## src/mcf_map.svh

```systemverilog
// timing counts, positions and reset values of the maintenance channel framer
`ifndef MCF_MAP_SVH
`define MCF_MAP_SVH
`define MCF_CLK_NS 100
`define MCF_QUAT_NS 12500
`define MCF_QUAT_CYC (`MCF_QUAT_NS / `MCF_CLK_NS)
`define MCF_QUATS_PER_FRAME 7'h78
`define MCF_FRAMES 4'h8
`define MCF_MID_FRAME 4'h4
`define MCF_TURN_QUATS 7'h3c
`define MCF_LINE_DELAY_QUATS 7'h08
`define MCF_TX_FRAME_ALIGN_PULSE_FRAME 4'h7
`define MCF_ST_M56 0
`define MCF_ST_M4 1
`define MCF_ST_EOC 2
`define MCF_ST_OVH 3
`define MCF_M56_RST 8'hff
`define MCF_BYTE_RST 8'h00
`define MCF_EOC_RST 12'h000
`endif

```

## src/mcf_pkg.sv

```systemverilog
// types of the maintenance channel framer
package mcf_pkg;
    typedef enum logic {MCF_TX_HOLD, MCF_TX_RUN} mcf_tx_state_t;
    typedef logic [11:0] mcf_eoc_t;
    typedef logic [7:0] mcf_byte_t;
    typedef logic [3:0] mcf_nibble_t;
endpackage : mcf_pkg

```

## src/mcf_buf2.sv

```systemverilog
// two-entry buffer with valid and ready on both sides
`timescale 1ns/100ps
module mcf_buf2 #(
    parameter int WIDTH = 12
) (
    input wire logic clk,
    input wire logic sys_rst,
    input wire logic in_valid,
    output logic in_ready,
    input wire logic [WIDTH-1:0] in_data,
    output logic out_valid,
    input wire logic out_ready,
    output logic [WIDTH-1:0] out_data
);
    logic [WIDTH-1:0] head_q, tail_q;
    logic head_v_q, tail_v_q;
    wire push = in_valid && in_ready;
    wire pop = head_v_q && out_ready;
    assign in_ready = !tail_v_q;
    assign out_valid = head_v_q;
    assign out_data = head_q;

    always_ff @(posedge clk) begin
        if (sys_rst) begin
            head_v_q <= 1'b0;
            tail_v_q <= 1'b0;
            head_q <= '0;
            tail_q <= '0;
        end else if (pop) begin
            head_q <= tail_v_q ? tail_q : in_data;
            head_v_q <= tail_v_q || push;
            tail_q <= in_data;
            tail_v_q <= tail_v_q && push;
        end else if (push && !head_v_q) begin
            head_q <= in_data;
            head_v_q <= 1'b1;
        end else if (push) begin
            tail_q <= in_data;
            tail_v_q <= 1'b1;
        end
    end
endmodule : mcf_buf2

```

## src/mcf_framer.sv

```systemverilog
// maintenance channel update, interrupt flag and transmit sample timing
`timescale 1ns/100ps
`include "mcf_map.svh"
// What this block does
// - number frames 1-8, quats 1-120
// - M4 and M5/M6 update once per superframe
// - M5/M6 flag at end of frame 4
// - M4 flag at end of frame 8
// - eoc updates twice; flag per configuration
// - receive and transmit registers double buffered
// - overhead status updates with eoc at end
// - eoc flag b2, M4 flag b1
// - host derives write window from flags
// - frame-align pulse every 12 ms
// - NT transmit sync 60 quats after receive
// - one quat lasts 12.5 us
// - line marker 8 quats after sync pulse
// - M5/M6 interrupt only when b0 enabled
module mcf_framer (
    input wire logic clk,
    input wire logic sys_rst,
    input wire logic nt_mode,
    input wire logic rx_sfs_pin,
    input wire logic sf_sync_pin,
    input wire mcf_pkg::mcf_byte_t rx_m4_word,
    input wire mcf_pkg::mcf_byte_t rx_m56_word,
    input wire mcf_pkg::mcf_byte_t rx_ovh_word,
    input wire mcf_pkg::mcf_eoc_t rx_eoc_word,
    input wire logic [1:0] maint_update_config,
    input wire mcf_pkg::mcf_nibble_t interrupt_enable_nibble,
    input wire mcf_pkg::mcf_nibble_t status_clear,
    input wire logic tx_frame_align_pulse_enable,
    input wire logic m4_tx_write,
    input wire logic m56_tx_write,
    input wire logic eoc_tx_write,
    input wire mcf_pkg::mcf_byte_t host_wdata,
    input wire mcf_pkg::mcf_eoc_t host_eoc_wdata,
    input wire logic eoc_rx_ready,
    output mcf_pkg::mcf_eoc_t eoc_word_reg,
    output logic eoc_rx_valid,
    output mcf_pkg::mcf_byte_t m4_receive_reg,
    output mcf_pkg::mcf_byte_t m56_channel_reg,
    output mcf_pkg::mcf_byte_t overhead_status_reg,
    output mcf_pkg::mcf_nibble_t interrupt_status_nibble,
    output logic irq_req,
    output mcf_pkg::mcf_byte_t tx_m4_frame,
    output mcf_pkg::mcf_byte_t tx_m56_frame,
    output mcf_pkg::mcf_eoc_t tx_eoc_frame,
    output logic tx_superframe_sync_pulse,
    output logic tx_frame_align_pulse,
    output logic line_sync_marker
);
    import mcf_pkg::*;

    localparam logic [6:0] QUAT_LAST = 7'(`MCF_QUAT_CYC - 1);

    logic rx_sfs_s1_q, rx_sfs_s2_q, rx_sfs_s3_q, sync_s1_q, sync_s2_q, rx_seen_q;
    logic [6:0] rx_tick_q, rx_quat_q, tx_tick_q, tx_quat_q;
    logic [3:0] rx_frame_q, tx_frame_q;
    mcf_tx_state_t tx_state_q;
    mcf_byte_t m4_rx_q, m56_rx_q, ovh_q, m4_tx_q, m56_tx_q, tx_m4_q, tx_m56_q;
    mcf_eoc_t eoc_tx_q, tx_eoc_q, eoc_pend_word_q;
    logic eoc_pend_q, buf_in_ready;
    mcf_nibble_t status_q;
    logic irq_q, tx_superframe_sync_pulse_q, tx_frame_align_pulse_q, marker_q;

    // decode of positions
    wire rx_sfs_evt = rx_sfs_s2_q && !rx_sfs_s3_q;
    wire rx_qend = rx_tick_q == QUAT_LAST;
    wire rx_fend = rx_qend && rx_quat_q == `MCF_QUATS_PER_FRAME;
    wire rx_f4_end = rx_fend && rx_frame_q == `MCF_MID_FRAME;
    wire rx_f8_end = rx_fend && rx_frame_q == `MCF_FRAMES;
    wire upd_f4 = rx_f4_end && sync_s2_q;
    wire upd_f8 = rx_f8_end && sync_s2_q;
    // no turnaround point until a received sync word has set the receive position
    wire nt_turn = rx_seen_q && rx_frame_q == 4'h1 && rx_quat_q == `MCF_TURN_QUATS && rx_qend;
    wire tx_run = tx_state_q == MCF_TX_RUN;
    wire tx_qend = tx_run && tx_tick_q == QUAT_LAST;
    wire tx_fend = tx_qend && tx_quat_q == `MCF_QUATS_PER_FRAME;
    wire tx_wrap = tx_fend && tx_frame_q == `MCF_FRAMES;
    wire tx_start = nt_mode ? nt_turn : (tx_wrap || !tx_run);
    wire tx_f4_end = tx_fend && tx_frame_q == `MCF_MID_FRAME;
    wire tx_frame_align_pulse_pt = tx_fend && tx_frame_q == `MCF_TX_FRAME_ALIGN_PULSE_FRAME;
    wire marker_pt = tx_qend && tx_frame_q == 4'h1 && tx_quat_q == `MCF_LINE_DELAY_QUATS;
    wire eoc_upd = upd_f4 || upd_f8;
    wire eoc_flag = (upd_f4 && maint_update_config[0]) || (upd_f8 && maint_update_config[1]);
    wire [3:0] status_set = {upd_f8, eoc_flag, upd_f8, upd_f4};
    wire [3:0] status_d = (status_q & ~status_clear) | status_set;
    wire irq_d = |(status_q & interrupt_enable_nibble);
    wire eoc_accept = eoc_pend_q && buf_in_ready;

    mcf_eoc_t buf_head;
    assign eoc_word_reg = buf_head;
    assign m4_receive_reg = m4_rx_q;
    assign m56_channel_reg = m56_rx_q;
    assign overhead_status_reg = ovh_q;
    assign interrupt_status_nibble = status_q;
    assign irq_req = irq_q;
    assign tx_m4_frame = tx_m4_q;
    assign tx_m56_frame = tx_m56_q;
    assign tx_eoc_frame = tx_eoc_q;
    assign tx_superframe_sync_pulse = tx_superframe_sync_pulse_q;
    assign tx_frame_align_pulse = tx_frame_align_pulse_q;
    assign line_sync_marker = marker_q;

    // pins pass two flops; the third only feeds the edge detector
    always_ff @(posedge clk) begin
        if (sys_rst) begin
            {rx_sfs_s1_q, rx_sfs_s2_q, rx_sfs_s3_q} <= 3'h0;
            {sync_s1_q, sync_s2_q} <= 2'h0;
            rx_seen_q <= 1'b0;
        end else begin
            {rx_sfs_s1_q, rx_sfs_s2_q, rx_sfs_s3_q} <= {rx_sfs_pin, rx_sfs_s1_q, rx_sfs_s2_q};
            rx_seen_q <= rx_seen_q || rx_sfs_evt;
            {sync_s1_q, sync_s2_q} <= {sf_sync_pin, sync_s1_q};
        end
    end

    // receive position, realigned on each received sync word
    always_ff @(posedge clk) begin
        if (sys_rst || rx_sfs_evt) begin
            rx_tick_q <= 7'h00;
            rx_quat_q <= 7'h01;
            rx_frame_q <= 4'h1;
        end else begin
            rx_tick_q <= rx_qend ? 7'h00 : rx_tick_q + 7'h01;
            if (rx_fend) begin
                rx_quat_q <= 7'h01;
                rx_frame_q <= rx_frame_q == `MCF_FRAMES ? 4'h1 : rx_frame_q + 4'h1;
            end else if (rx_qend) begin
                rx_quat_q <= rx_quat_q + 7'h01;
            end
        end
    end

    // transmit position: NT follows the turnaround point, LT runs free
    always_ff @(posedge clk) begin
        if (sys_rst) begin
            tx_state_q <= MCF_TX_HOLD;
            tx_tick_q <= 7'h00;
            tx_quat_q <= 7'h01;
            tx_frame_q <= 4'h1;
        end else if (tx_start) begin
            tx_state_q <= MCF_TX_RUN;
            tx_tick_q <= 7'h00;
            tx_quat_q <= 7'h01;
            tx_frame_q <= 4'h1;
        end else if (tx_run) begin
            tx_tick_q <= tx_qend ? 7'h00 : tx_tick_q + 7'h01;
            if (tx_fend) begin
                tx_quat_q <= 7'h01;
                tx_frame_q <= tx_wrap ? 4'h1 : tx_frame_q + 4'h1;
            end else if (tx_qend) begin
                tx_quat_q <= tx_quat_q + 7'h01;
            end
        end
    end

    // receive side: stable copies change only at the update points
    always_ff @(posedge clk) begin
        if (sys_rst) begin
            m4_rx_q <= `MCF_BYTE_RST;
            m56_rx_q <= `MCF_M56_RST;
            ovh_q <= `MCF_BYTE_RST;
            status_q <= 4'h0;
            irq_q <= 1'b0;
        end else begin
            if (upd_f8) m4_rx_q <= rx_m4_word;
            if (upd_f4) m56_rx_q <= rx_m56_word;
            if (upd_f8) ovh_q <= rx_ovh_word;
            status_q <= status_d;
            irq_q <= irq_d;
        end
    end

    // eoc words wait here until the buffer takes them
    always_ff @(posedge clk) begin
        if (sys_rst) begin
            eoc_pend_q <= 1'b0;
            eoc_pend_word_q <= `MCF_EOC_RST;
        end else if (eoc_upd) begin
            eoc_pend_q <= 1'b1;
            eoc_pend_word_q <= rx_eoc_word;
        end else if (eoc_accept) begin
            eoc_pend_q <= 1'b0;
        end
    end

    mcf_buf2 #(.WIDTH(12)) u_eoc_buf (
        .clk(clk),
        .sys_rst(sys_rst),
        .in_valid(eoc_pend_q),
        .in_ready(buf_in_ready),
        .in_data(eoc_pend_word_q),
        .out_valid(eoc_rx_valid),
        .out_ready(eoc_rx_ready),
        .out_data(buf_head)
    );

    // transmit side: host shadows copied into the frame at sample points
    always_ff @(posedge clk) begin
        if (sys_rst) begin
            m4_tx_q <= `MCF_BYTE_RST;
            m56_tx_q <= `MCF_M56_RST;
            eoc_tx_q <= `MCF_EOC_RST;
            tx_m4_q <= `MCF_BYTE_RST;
            tx_m56_q <= `MCF_M56_RST;
            tx_eoc_q <= `MCF_EOC_RST;
        end else begin
            if (m4_tx_write) m4_tx_q <= host_wdata;
            if (m56_tx_write) m56_tx_q <= host_wdata;
            if (eoc_tx_write) eoc_tx_q <= host_eoc_wdata;
            if (tx_start) tx_m4_q <= m4_tx_q;
            if (tx_start) tx_m56_q <= m56_tx_q;
            if (tx_start || tx_f4_end) tx_eoc_q <= eoc_tx_q;
        end
    end

    always_ff @(posedge clk) begin
        if (sys_rst) begin
            tx_superframe_sync_pulse_q <= 1'b0;
            tx_frame_align_pulse_q <= 1'b0;
            marker_q <= 1'b0;
        end else begin
            tx_superframe_sync_pulse_q <= tx_start;
            tx_frame_align_pulse_q <= tx_frame_align_pulse_enable && tx_frame_align_pulse_pt;
            marker_q <= marker_pt;
        end
    end
endmodule : mcf_framer

```

## config.mk

```make
export PLATFORM = sky130hd
export DESIGN_NAME = mcf_framer
export DESIGN_NICKNAME = d
export VERILOG_FILES = /design/src/mcf_pkg.sv /design/src/mcf_buf2.sv /design/src/mcf_framer.sv
export VERILOG_INCLUDE_DIRS = /design/src
export SDC_FILE = /design/constraint.sdc
export NUM_CORES = 1
export LEC_CHECK = 0
export BUFFER_PORTS_ARGS = -buffer_cell sky130_fd_sc_hd__buf_2
export CORE_UTILIZATION = 53
export DETAILED_ROUTE_END_ITERATION = 8
export MAX_ROUTING_LAYER = met4
export PLACE_DENSITY_LB_ADDON = 0.3
export SYNTH_ARGS = -nofsm -noshare
export SYNTH_HDL_FRONTEND = slang
export SYNTH_SLANG_ARGS = --single-unit
```

## constraint.sdc

```tcl
create_clock -name clk -period 2.8 [get_ports clk]
set_input_delay 0.28 -clock clk [delete_from_list [all_inputs] [get_ports clk]]
set_output_delay 0.28 -clock clk [all_outputs]
set_load 0.01 [all_outputs]
```

; Word level (Yosys, flattened, before mapping)
; Index checks and enable logic that the tools add are counted.
[word_totals]
register_bits = 170
input_bits = 76
output_inout_bits = 73
word_cells = 121
[op_classes]
add_sub_neg = 6
eq_ne = 14
n_mux = 19
bitwise_logic = 4
reduce_logical = 45
[op_table]
columns = operator, n
row1 = 2-to-1 mux 12 bit, 6
row2 = "adder 7 x 1 -> 7 bit, second input constant", 4
row3 = "equality test 7 bit, second input constant", 4
row4 = logical AND 1 bit, 23
row5 = 2-to-1 mux 7 bit, 3
row6 = "equality test 4 x 3 -> 1 bit, second input constant", 3
row7 = "adder 4 x 1 -> 4 bit, second input constant", 2
row8 = bitwise AND 4 bit, 2
row9 = "equality test 4 x 1 -> 1 bit, second input constant", 2
row10 = "equality test 4 bit, second input constant", 2
row11 = 2-to-1 mux 1 bit, 8
row12 = 2-to-1 mux 4 bit, 2
row13 = nonzero test 2 bit, 4
row14 = "equality test 7 x 4 -> 1 bit, second input constant", 1
row15 = "equality test 7 x 6 -> 1 bit, second input constant", 1
row16 = logical OR 1 bit, 7
row17 = AND reduction 2 bit, 3
row18 = OR reduction 2 bit, 3
row19 = logical NOT 1 bit, 4
row20 = NOT 4 bit, 1
row21 = OR 4 bit, 1
row22 = OR reduction 4 bit, 1
row23 = "!= test 2 x 1 -> 1 bit, second input constant", 1

; Depth between registers and ports, before layout
; Gate-level depths: netlist of the first run.
[depth]
ltp_word = 7
depth_mapped = 9
depth_no_buf = 7

; Modules after synthesis
; From an unflattened synthesis of the first run, not the netlist that was laid out.
[unflattened]
cells_unflattened = 757
area_unflattened_um2 = 7253.2
[by_module_without_submodules]
columns = mod, n_inst, cells_each, area_each_um2, seq_area_each_um2
row1 = mcf_framer, 1, 612, 5939.4, 2882.8
row2 = mcf_buf2, 1, 145, 1313.8, 520.5

; Worst setup path after synthesis of the first run
; Ideal clock, no wire load.
[synth_timing]
path_kind = register to register
start = register tx_quat_q[0]
end = register tx_eoc_q[10], in the netlist tx_eoc_frame[10]
setup_ns = 0.095
t_arrival_ns = 1.896
t_required_ns = 2.705
slack_ns = 0.809
path_stages_with_launch = 10
path_buffers = 2
synth_period_minus_slack_ns = 1.991
path_cell_list = dfxtp_1 inv_1 ha_1 nand3b_4 or4_4 buf_6 o21ai_4 buf_6 nand4_1 o311ai_1
[synth_via]
elab_chain_len = 6
elab_cells_between_ends = 7
cone_classes = 1 x eq/ne / 1 x mux / 5 x reduce/logical
[synth_lines]
columns = item, line
row1 = start: declaration, mcf_framer.sv:58  ; logic [6:0] rx_tick_q, rx_quat_q, tx_tick_q, tx_quat_q;
row2 = start signal: assignment, mcf_framer.sv:154  ; tx_quat_q <= tx_quat_q + 7'h01;
row3 = equality test 7 bit (no line) *, n/a
row4 = logical AND 1 bit (no line) *, n/a
row5 = logical AND 1 bit (no line), n/a
row6 = logical OR 1 bit, mcf_framer.sv:81  ; wire tx_start = nt_mode ? nt_turn : (tx_wrap || !tx_run);
row7 = 2-to-1 mux 1 bit, mcf_framer.sv:81
row8 = logical OR 1 bit *, mcf_framer.sv:215  ; if (tx_start || tx_f4_end) tx_eoc_q <= eoc_tx_q;
row9 = end signal: assignment, mcf_framer.sv:208  ; tx_eoc_q <= `MCF_EOC_RST;
row10 = end signal: assignment, mcf_framer.sv:215
row11 = end: declaration, mcf_framer.sv:62  ; mcf_eoc_t eoc_tx_q, tx_eoc_q, eoc_pend_word_q;
; Mark *: on every way between the ends. The rest lies on a longest branch, timed or not.
; A chain may end at the register's enable or synchronous reset.

; Final worst setup path of the first run
[layout_timing]
start = register tx_quat_q[0]
end = register tx_eoc_q[7], in the netlist tx_eoc_frame[7]
; Same word-level chain as after synthesis.

==> results.md, run 1 <==
* WL per Instance at ~15 um
* Latest clock arrival within the worst-skew pair at ~0.42 ns
* Reg-to-reg startpoint: tx_quat_q[0]
* Fin crit share at 0.808
* Filler cells at between 1000 and 1500
* Mapped cell area at roughly 7000 um2
* Initial DRT Pass Iterations at 4
* Setup violators final at 0
* Reg2Reg Depth at 7
* Die H at roughly 120 um
* Post-layout min period at between 2 and 2.5 ns
* CP required at roughly 3.1 ns
* Fin. max-slew vios at 0
* Critical path launch point type: register
* Layout cell share with drive strength beyond 1 at 0.230
* Relative slew slack at 0.481
* DP HPWL at between 10000 and 15000 um
* Synth unique cells at between 50 and 60
* TNS Setup at 0 ns
* DRT iter0 DRCs at ~370
* Reg clk slew, reported paths at 0.06 ns
* Worst setup startpoint: tx_quat_q[0]
* Flop pwr share at 0.494
* # nets final at a little under 1000
* Top post-synthesis cells by area: dfxtp_1 49%, mux2i_1 11%, nor2_1 4.9%, nand2_1 3.9%, a21oi_1 2.8%
* Grt ovf at 0
* Comb pwr share at 0.055
* Critical Path End: tx_eoc_frame[7]
* Slew @ Worst Pin at ~0.78 ns
* Port Buffers at between 100 and 150
* Num CTS Buffers at 17
* Post-CTS Hold Buffers at 0
* Main synth FF type: dfxtp_1
* Hold Path Depth at 2
* Area occupied by multi-input gates at about 3200 um2
* Area leader, netlist: dfxtp_1
* P_sw at about 1.2 mW
* Initial antenna violation count at 0
* DIE AREA at roughly 14000 um2
* Post-synth EDFFs at 0
* GRT Overall Usage at 0.248
* Chip width at approximately 120 um
* Clock network fraction of total power at 0.451
* Placer Congestion at just over 0.8
* First-pass GRT wire length at between 20000 and 30000 um
* RSZ-0062 raised after global routing: false
* Cell Area, Placed at 7840 um2
* Crit-path max FO at 24
* Switching fraction of total power at 0.229
* Cell area after layout at between 8000 and 9000 um2
* Ys async rst share at 0
* Syn_area_per_cell at 9.26 um2
* Reg2reg setup slack at about 0.54 ns
* Yosys top cell area share at 0.489
* Register Area at between 3000 and 4000 um2
* CTS root buf: clkbuf_16
* Routed Antenna Nets at 0
* Worst EP arrival at about 2.6 ns
* Final Hold Viols at 0
* DRC Markers at 0
* Hold/Removal Path Class: in -> reg
* CTS HTree Levels at 4
* Static leakage at roughly 3.8 nW
* Core ar. at between 10000 and 15000 um2
* Max cap viols at 0
* Most frequent cell after synthesis: dfxtp_1
* Status: finished clean
* Via density at ~5.4
* # clock sinks at 170
* Seq/Total Area, Yosys at 0.489
* Seq cells post-synth at 170
* Clock tree buffer depth at 2
* Postcts setup bufs at 0
* Power density over the cells at slightly above 600 nW/um2
* Final WL at 15700 um
* Cts repair resizes at 0
* CP endpoint kind: register
* R2r endpoint: tx_eoc_frame[7]
* Internal at slightly below 4 mW
* Setup Skew at 0.00723 ns
* Starting Density at 0.548
* Pin count of the biggest net entering global routing at 86
* Synth top cells by count: 170 x dfxtp_1, 91 x nor2_1, 76 x mux2i_1
* Vias in the first global route at 5398
* Mapped Cells at between 700 and 800
* Area Growth Syn to Fin at 20.8%
* Mapped Nets at 842
* Placement Rows at 41
* Setup CP Type: reg -> reg
* # diodes at 0
* Routed vias at about 5700
* Maximum clock rate at about 440 MHz
* Warnings from Yosys at 0
* Ports at 149
* CTS tree: done
* Max VDD drop at just over 0.5 mV
[power by group through the flow]
stage | logic [mW] | clock network (mW) | registers, mW
after floorplan | 0.162 | 0 | 2.56
after global placement | 0.274 | 0 | 2.56
after detailed placement | 0.278 | 0 | 2.56
after CTS | 0.280 | 2.33 | 2.51
after global routing | 0.311 | 2.42 | 2.51
final | 0.280 | 2.29 | 2.51
[logic make-up (layout without fill, tap and decap cells)]
family,after synthesis,in the layout,share of synthesized area
and+or+nand+nor,279,279,0.197
DFF,170,170,0.489
AOI/OAI and AO/OA,113,113,0.105
buffers and inverters,80,224,0.0496
muxes,76,76,0.109
xor gates and xnor gates,20,20,0.0251
adders and majority gates,14,14,0.0251
[through the flow]
step | cells | util | power [mW] | setup slack, ns | hold WS, ns
finish | 1068 | 0.661 | 5.08 | 0.537 | 0.0687
detailed placement | 1036 | 0.616 | 2.84 | 0.589 | 0.434
global route | 1068 | 0.661 | 5.25 | 0.333 | 0.0611
floorplan | 752 | - | 2.72 | 0.809 | 0.380
CTS | 1068 | 0.661 | 5.11 | 0.545 | 0.0529
global placement | 1036 | 0.616 | 2.83 | 0.674 | 0.417
[worst max-delay path, cell delays in order (launching register included)]
cell and delay, ns:
dfxtp_1 0.37, inv_1 0.09, ha_1 0.21, nand3b_4 0.12
nor4_4 0.34, nand4b_2 0.55, o2111ai_1 0.33, o311ai_1 0.13
[worst min-delay path by stage]
stage	start	to	slack, ns
after CTS	sf_sync_pin	sync_s1_q	0.05
after floorplan	eoc_rx_ready	u_eoc_buf.tail_v_q	0.38
after detailed placement	rx_sfs_s1_q	rx_sfs_s2_q	0.43
after global routing	rx_sfs_pin	rx_sfs_s1_q	0.06
after global placement	rx_sfs_s1_q	rx_sfs_s2_q	0.42
final	sf_sync_pin	sync_s1_q	0.07
[cells in the final DEF (no fill, tap or decap), types with 14 or more instances in the layout]
master and instances:
o21ai_0 23, nand3_1 34, clkbuf_16 17, dfxtp_1 170, nand4_1 24, xor2_1 17, buf_2 147, mux2i_1 76
ha_1 14, nor2_1 91, inv_1 31, nand2_1 72, a21oi_1 39
[per-layer routing]
| metal | track usage | routed length, um | part of all wire |
|---|---|---|---|
| met5 | - | 0 | 0 |
| met4 | 0.0970 | 305 | 0.019 |
| met3 | 0.0675 | 762 | 0.048 |
| met2 | 0.397 | 7740 | 0.49 |
| met1 | 0.297 | 6930 | 0.44 |
[cell type report]
type	count	share of cell area
Clock inverter	12	0.0165
Sequential cell	170	0.405
Tap cell	172	0.0256
Inverter	31	0.0138
Timing Repair Buffer	161	0.101
Clock buffer	20	0.0519
Multi-Input combinational cell	502	0.386
No activity file was read; power rests on OpenSTA's default activity.
==> inputs of run 2 (changes only) <==
--- a/config.mk
+++ b/config.mk
@@ -7,7 +7,7 @@
 export NUM_CORES = 1
 export LEC_CHECK = 0
 export BUFFER_PORTS_ARGS = -buffer_cell sky130_fd_sc_hd__buf_2
-export CORE_UTILIZATION = 53
+export CORE_UTILIZATION = 49
 export DETAILED_ROUTE_END_ITERATION = 8
 export MAX_ROUTING_LAYER = met4
 export PLACE_DENSITY_LB_ADDON = 0.3
==> constraint.sdc (replaced) <==
create_clock -name clk -period 1.85 [get_ports clk]
set_input_delay 0.185 -clock clk [delete_from_list [all_inputs] [get_ports clk]]
set_output_delay 0.185 -clock clk [all_outputs]
set_load 0.01 [all_outputs]
==> run 2 against run 1 <==
Via count rose by 10%. Worst hold slack worse by 0.059 ns. Maximum frequency is 18% higher. Sequential power grew 51%. Final area is 18% higher. Register-to-register slack lost 0.61 ns. Global-route usage increased by 0.26 points. Wire length up 18%. The flow now finishes with violations (negative setup slack). Critical path depth increased by 2. Sequential share of layout area is 6.0 points lower. Critical endpoint is now tx_m4_frame[2]. Combinational power is 130% higher.
==> results.md, run 2 (same netlist as run 1, synthesis figures left out) <==
* Status: complete, but fails checks
* Violated checks: negative setup slack
* Via density at 5.31 (-0.89%)
* CP required at 2.21 ns (-0.88 ns)
* Worst path slowest cell: or4_4
* Clock tree buffer depth at 2 (unchanged)
* Most frequent cells in the layout: 158 x dfxtp_1, 149 x buf_2, 87 x nor2_1, 76 x mux2i_1, 72 x nand2_1
* Vias in the first global route at 5979 (+11%)
* WL per Instance at 15.6 um (+5.7%)
* CTS tree: done
* Power density over the cells at 813 nW/um2 (+35%)
* Pin count of the biggest net entering global routing at 42 (-51%)
* Post-route setup slack at -0.0753 ns (-0.613 ns)
* CP endpoint kind: register
* Layout cell share with drive strength beyond 1 at 0.329 (+0.0995)
* Maximum clock rate at 519 MHz (+18%)
* Area occupied by multi-input gates at 3550 um2 (+9.4%)
* Placement Rows at 43 (+4.9%)
* M1 wire length at 7920 um (+14%)
* Worst-path cell chain: inv_2, ha_4, nand3_4, or4_4, o21ai_4, buf_12, buf_12, nand3_4, a21oi_2
* CTS root buf: clkbuf_16
* Register Area at 3420 um2 (+0.44%)
* R2r endpoint: tx_m4_frame[2]
* Hold/Removal Path Class: in -> reg
* Worst EP arrival at 2.29 ns (-0.26 ns)
* Initial antenna violation count at 0 (unchanged)
* Fin crit share at 1.04 (+0.233)
* Reg clk slew, reported paths at 0.07 ns (about the same)
* Reg-to-reg startpoint: tx_tick_q[0]
* GRT Overall Usage at 0.251 (+0.00255)
* Post-layout min period at 1.93 ns (-0.337 ns)
* DP HPWL at 10900 um (+5.2%)
* Worst setup startpoint: tx_tick_q[0]
* P_sw at 1.91 mW (+64%)
* Crit-path max FO at 7 (-71%)
* First-pass GRT wire length at 28200 um (+11%)
* Reg2reg setup slack at -0.08 ns (-0.61 ns)
* Num CTS Buffers at 17 (unchanged)
* Internal at 6.17 mW (+58%)
* Met2 wire len at 9330 um (+21%)
* DRT iter0 DRCs at 407 (+9.4%)
* Comb pwr share at 0.081 (+0.026)
* Max VDD drop at 0.840 mV (+66%)
* # nets final at 1085 (+12%)
* Fin. max-slew vios at 0 (unchanged)
* Reg2Reg Depth at 9 (+2)
* Static leakage at 4.44 nW (+17%)
* Chip width at 121 um (+3.9%)
* Ports at 149 (unchanged)
* Setup violators final at 25 (+25)
* # diodes at 0 (unchanged)
* Final WL at 18500 um (+18%)
* Filler cells at 992 (-9.8%)
* Critical path launch point type: register
* Met3 wire length at 955 um (+25%)
* Routed Antenna Nets at 0 (unchanged)
* Crit path largest cell delay at 0.55 ns (about the same)
* Clock network fraction of total power at 0.450 (about the same)
* CTS HTree Levels at 4 (unchanged)
* Core ar. at 13900 um2 (+9.1%)
* Routed vias at 6303 (+10%)
* Relative slew slack at 0.707 (+0.225)
* Switching fraction of total power at 0.236 (+0.00713)
* Latest clock arrival within the worst-skew pair at 0.43 ns (about the same)
* Area Growth Syn to Fin at 42.6%
* DIE AREA at 14700 um2 (+8.0%)
* Starting Density at 0.502 (-0.0457)
* Initial DRT Pass Iterations at 5 (+1)
* Setup CP Type: reg -> reg
* DR top layer: met4
* # clock sinks at 170 (unchanged)
* DRC Markers at 0 (unchanged)
* Final core occ at 0.715 (+0.0541)
* Critical Path End: tx_m4_frame[2]
* Max cap viols at 0 (unchanged)
* Placer Congestion at 0.775 (-4.8%)
* Grt ovf at 0 (unchanged)
* Port Buffers at 148 (unchanged)
* Most common cell after layout, fill and taps aside: dfxtp_1
* Flop pwr share at 0.469 (-0.025)
* RSZ-0062 raised after global routing: true
* Die H at 121 um (+3.9%)
* Final Hold Viols at 0 (unchanged)
* Slew @ Worst Pin at 0.440 ns (-0.336 ns)
* Setup Skew at 0.00954 ns (+0.00232 ns)
* Setup WS pre-CTS at -0.0183 ns (-0.608 ns)
run 2: changes by cell type in the layout (fill, tap and decap cells not counted), moves of 7 or more:
| cell | before | now |
|---|---|---|
| dlygate4sd3_1 | 0 | 52 |
| o21ai_0 | 23 | 10 |
| buf_4 | 13 | 52 |
| dfxtp_1 | 170 | 158 |
| nand3_1 | 34 | 27 |
| a21oi_2 | 0 | 10 |
| o21ai_1 | 2 | 13 |
| dfxtp_2 | 0 | 12 |
| inv_1 | 31 | 24 |
| inv_2 | 0 | 7 |
| a21oi_1 | 39 | 29 |
run 2: timing repair:
item	4_1_cts	5_1_grt
resized for setup	11	83
gates cloned	1	7
hold buffers	52	0
hold endpoints to repair	54	0
buffers inserted	0	7
pin swaps	7	23
setup endpoints to repair	34	70
run 2: routing by layer:
layer / vias to the layer above / track usage
li1: 3111 / -
met1: 2984 / 0.299
met2: 183 / 0.412
met3: 25 / 0.0597
met4: 0 / 0.0903
met5: - / -
run 2: worst min-delay path by stage:
stage	slack (ns)	cells after the start	start	endpoint
2_1_floorplan	0.29	1	eoc_rx_ready	u_eoc_buf.tail_v_q
3_3_place_gp	0.40	3	rx_m56_word[7]	m56_channel_reg[7]
3_5_place_dp	0.40	3	rx_m56_word[6]	m56_channel_reg[6]
4_1_cts	0.0007	3	rx_ovh_word[4]	overhead_status_reg[4]
5_1_grt	0.003	3	rx_ovh_word[4]	overhead_status_reg[4]
6_report	0.01	3	host_eoc_wdata[4]	eoc_tx_q[4]
run 2: power groups by stage:
| stage | sequential [mW] | combinational [mW] | clock (mW) |
|---|---|---|---|
| finish | 3.79 | 0.651 | 3.63 |
| detailed placement | 3.87 | 0.467 | 0 |
| CTS | 3.78 | 0.567 | 3.69 |
| global placement | 3.87 | 0.460 | 0 |
| global route | 3.80 | 0.704 | 3.84 |
| floorplan | 3.87 | 0.252 | 0 |
run 2: layout make-up:
class                           instances  share of cell area
Multi-Input combinational cell        502               0.358
Sequential cell                       170               0.344
Timing Repair Buffer                  273               0.202
Clock buffer                           19              0.0456
Tap cell                              180              0.0227
Clock inverter                         13              0.0155
Inverter                               31              0.0117
run 2: metrics by stage:
stage	setup TNS (ns)	power (mW)	instances	area [um2]	hold WS [ns]
after detailed placement	-0.0516	4.33	1089	8290	0.403
after floorplan	-1.04	4.12	752	7030	0.285
after global placement	0	4.33	1089	8290	0.398
final	-0.910	8.07	1188	9930	0.00982
after global routing	-3.80	8.34	1188	9930	0.00278
after CTS	-0.261	8.04	1174	9470	0.000700
run 2: critical path: cells and delay by family, from the launching register on:
kind | cells | cell delay, ns
buffers and inverters | 3 | 0.34
AND/OR/NAND/NOR | 3 | 0.71
adder cells (fa/ha/maj) | 1 | 0.14
flip-flops | 1 | 0.32
AO/OA/AOI/OAI | 2 | 0.33
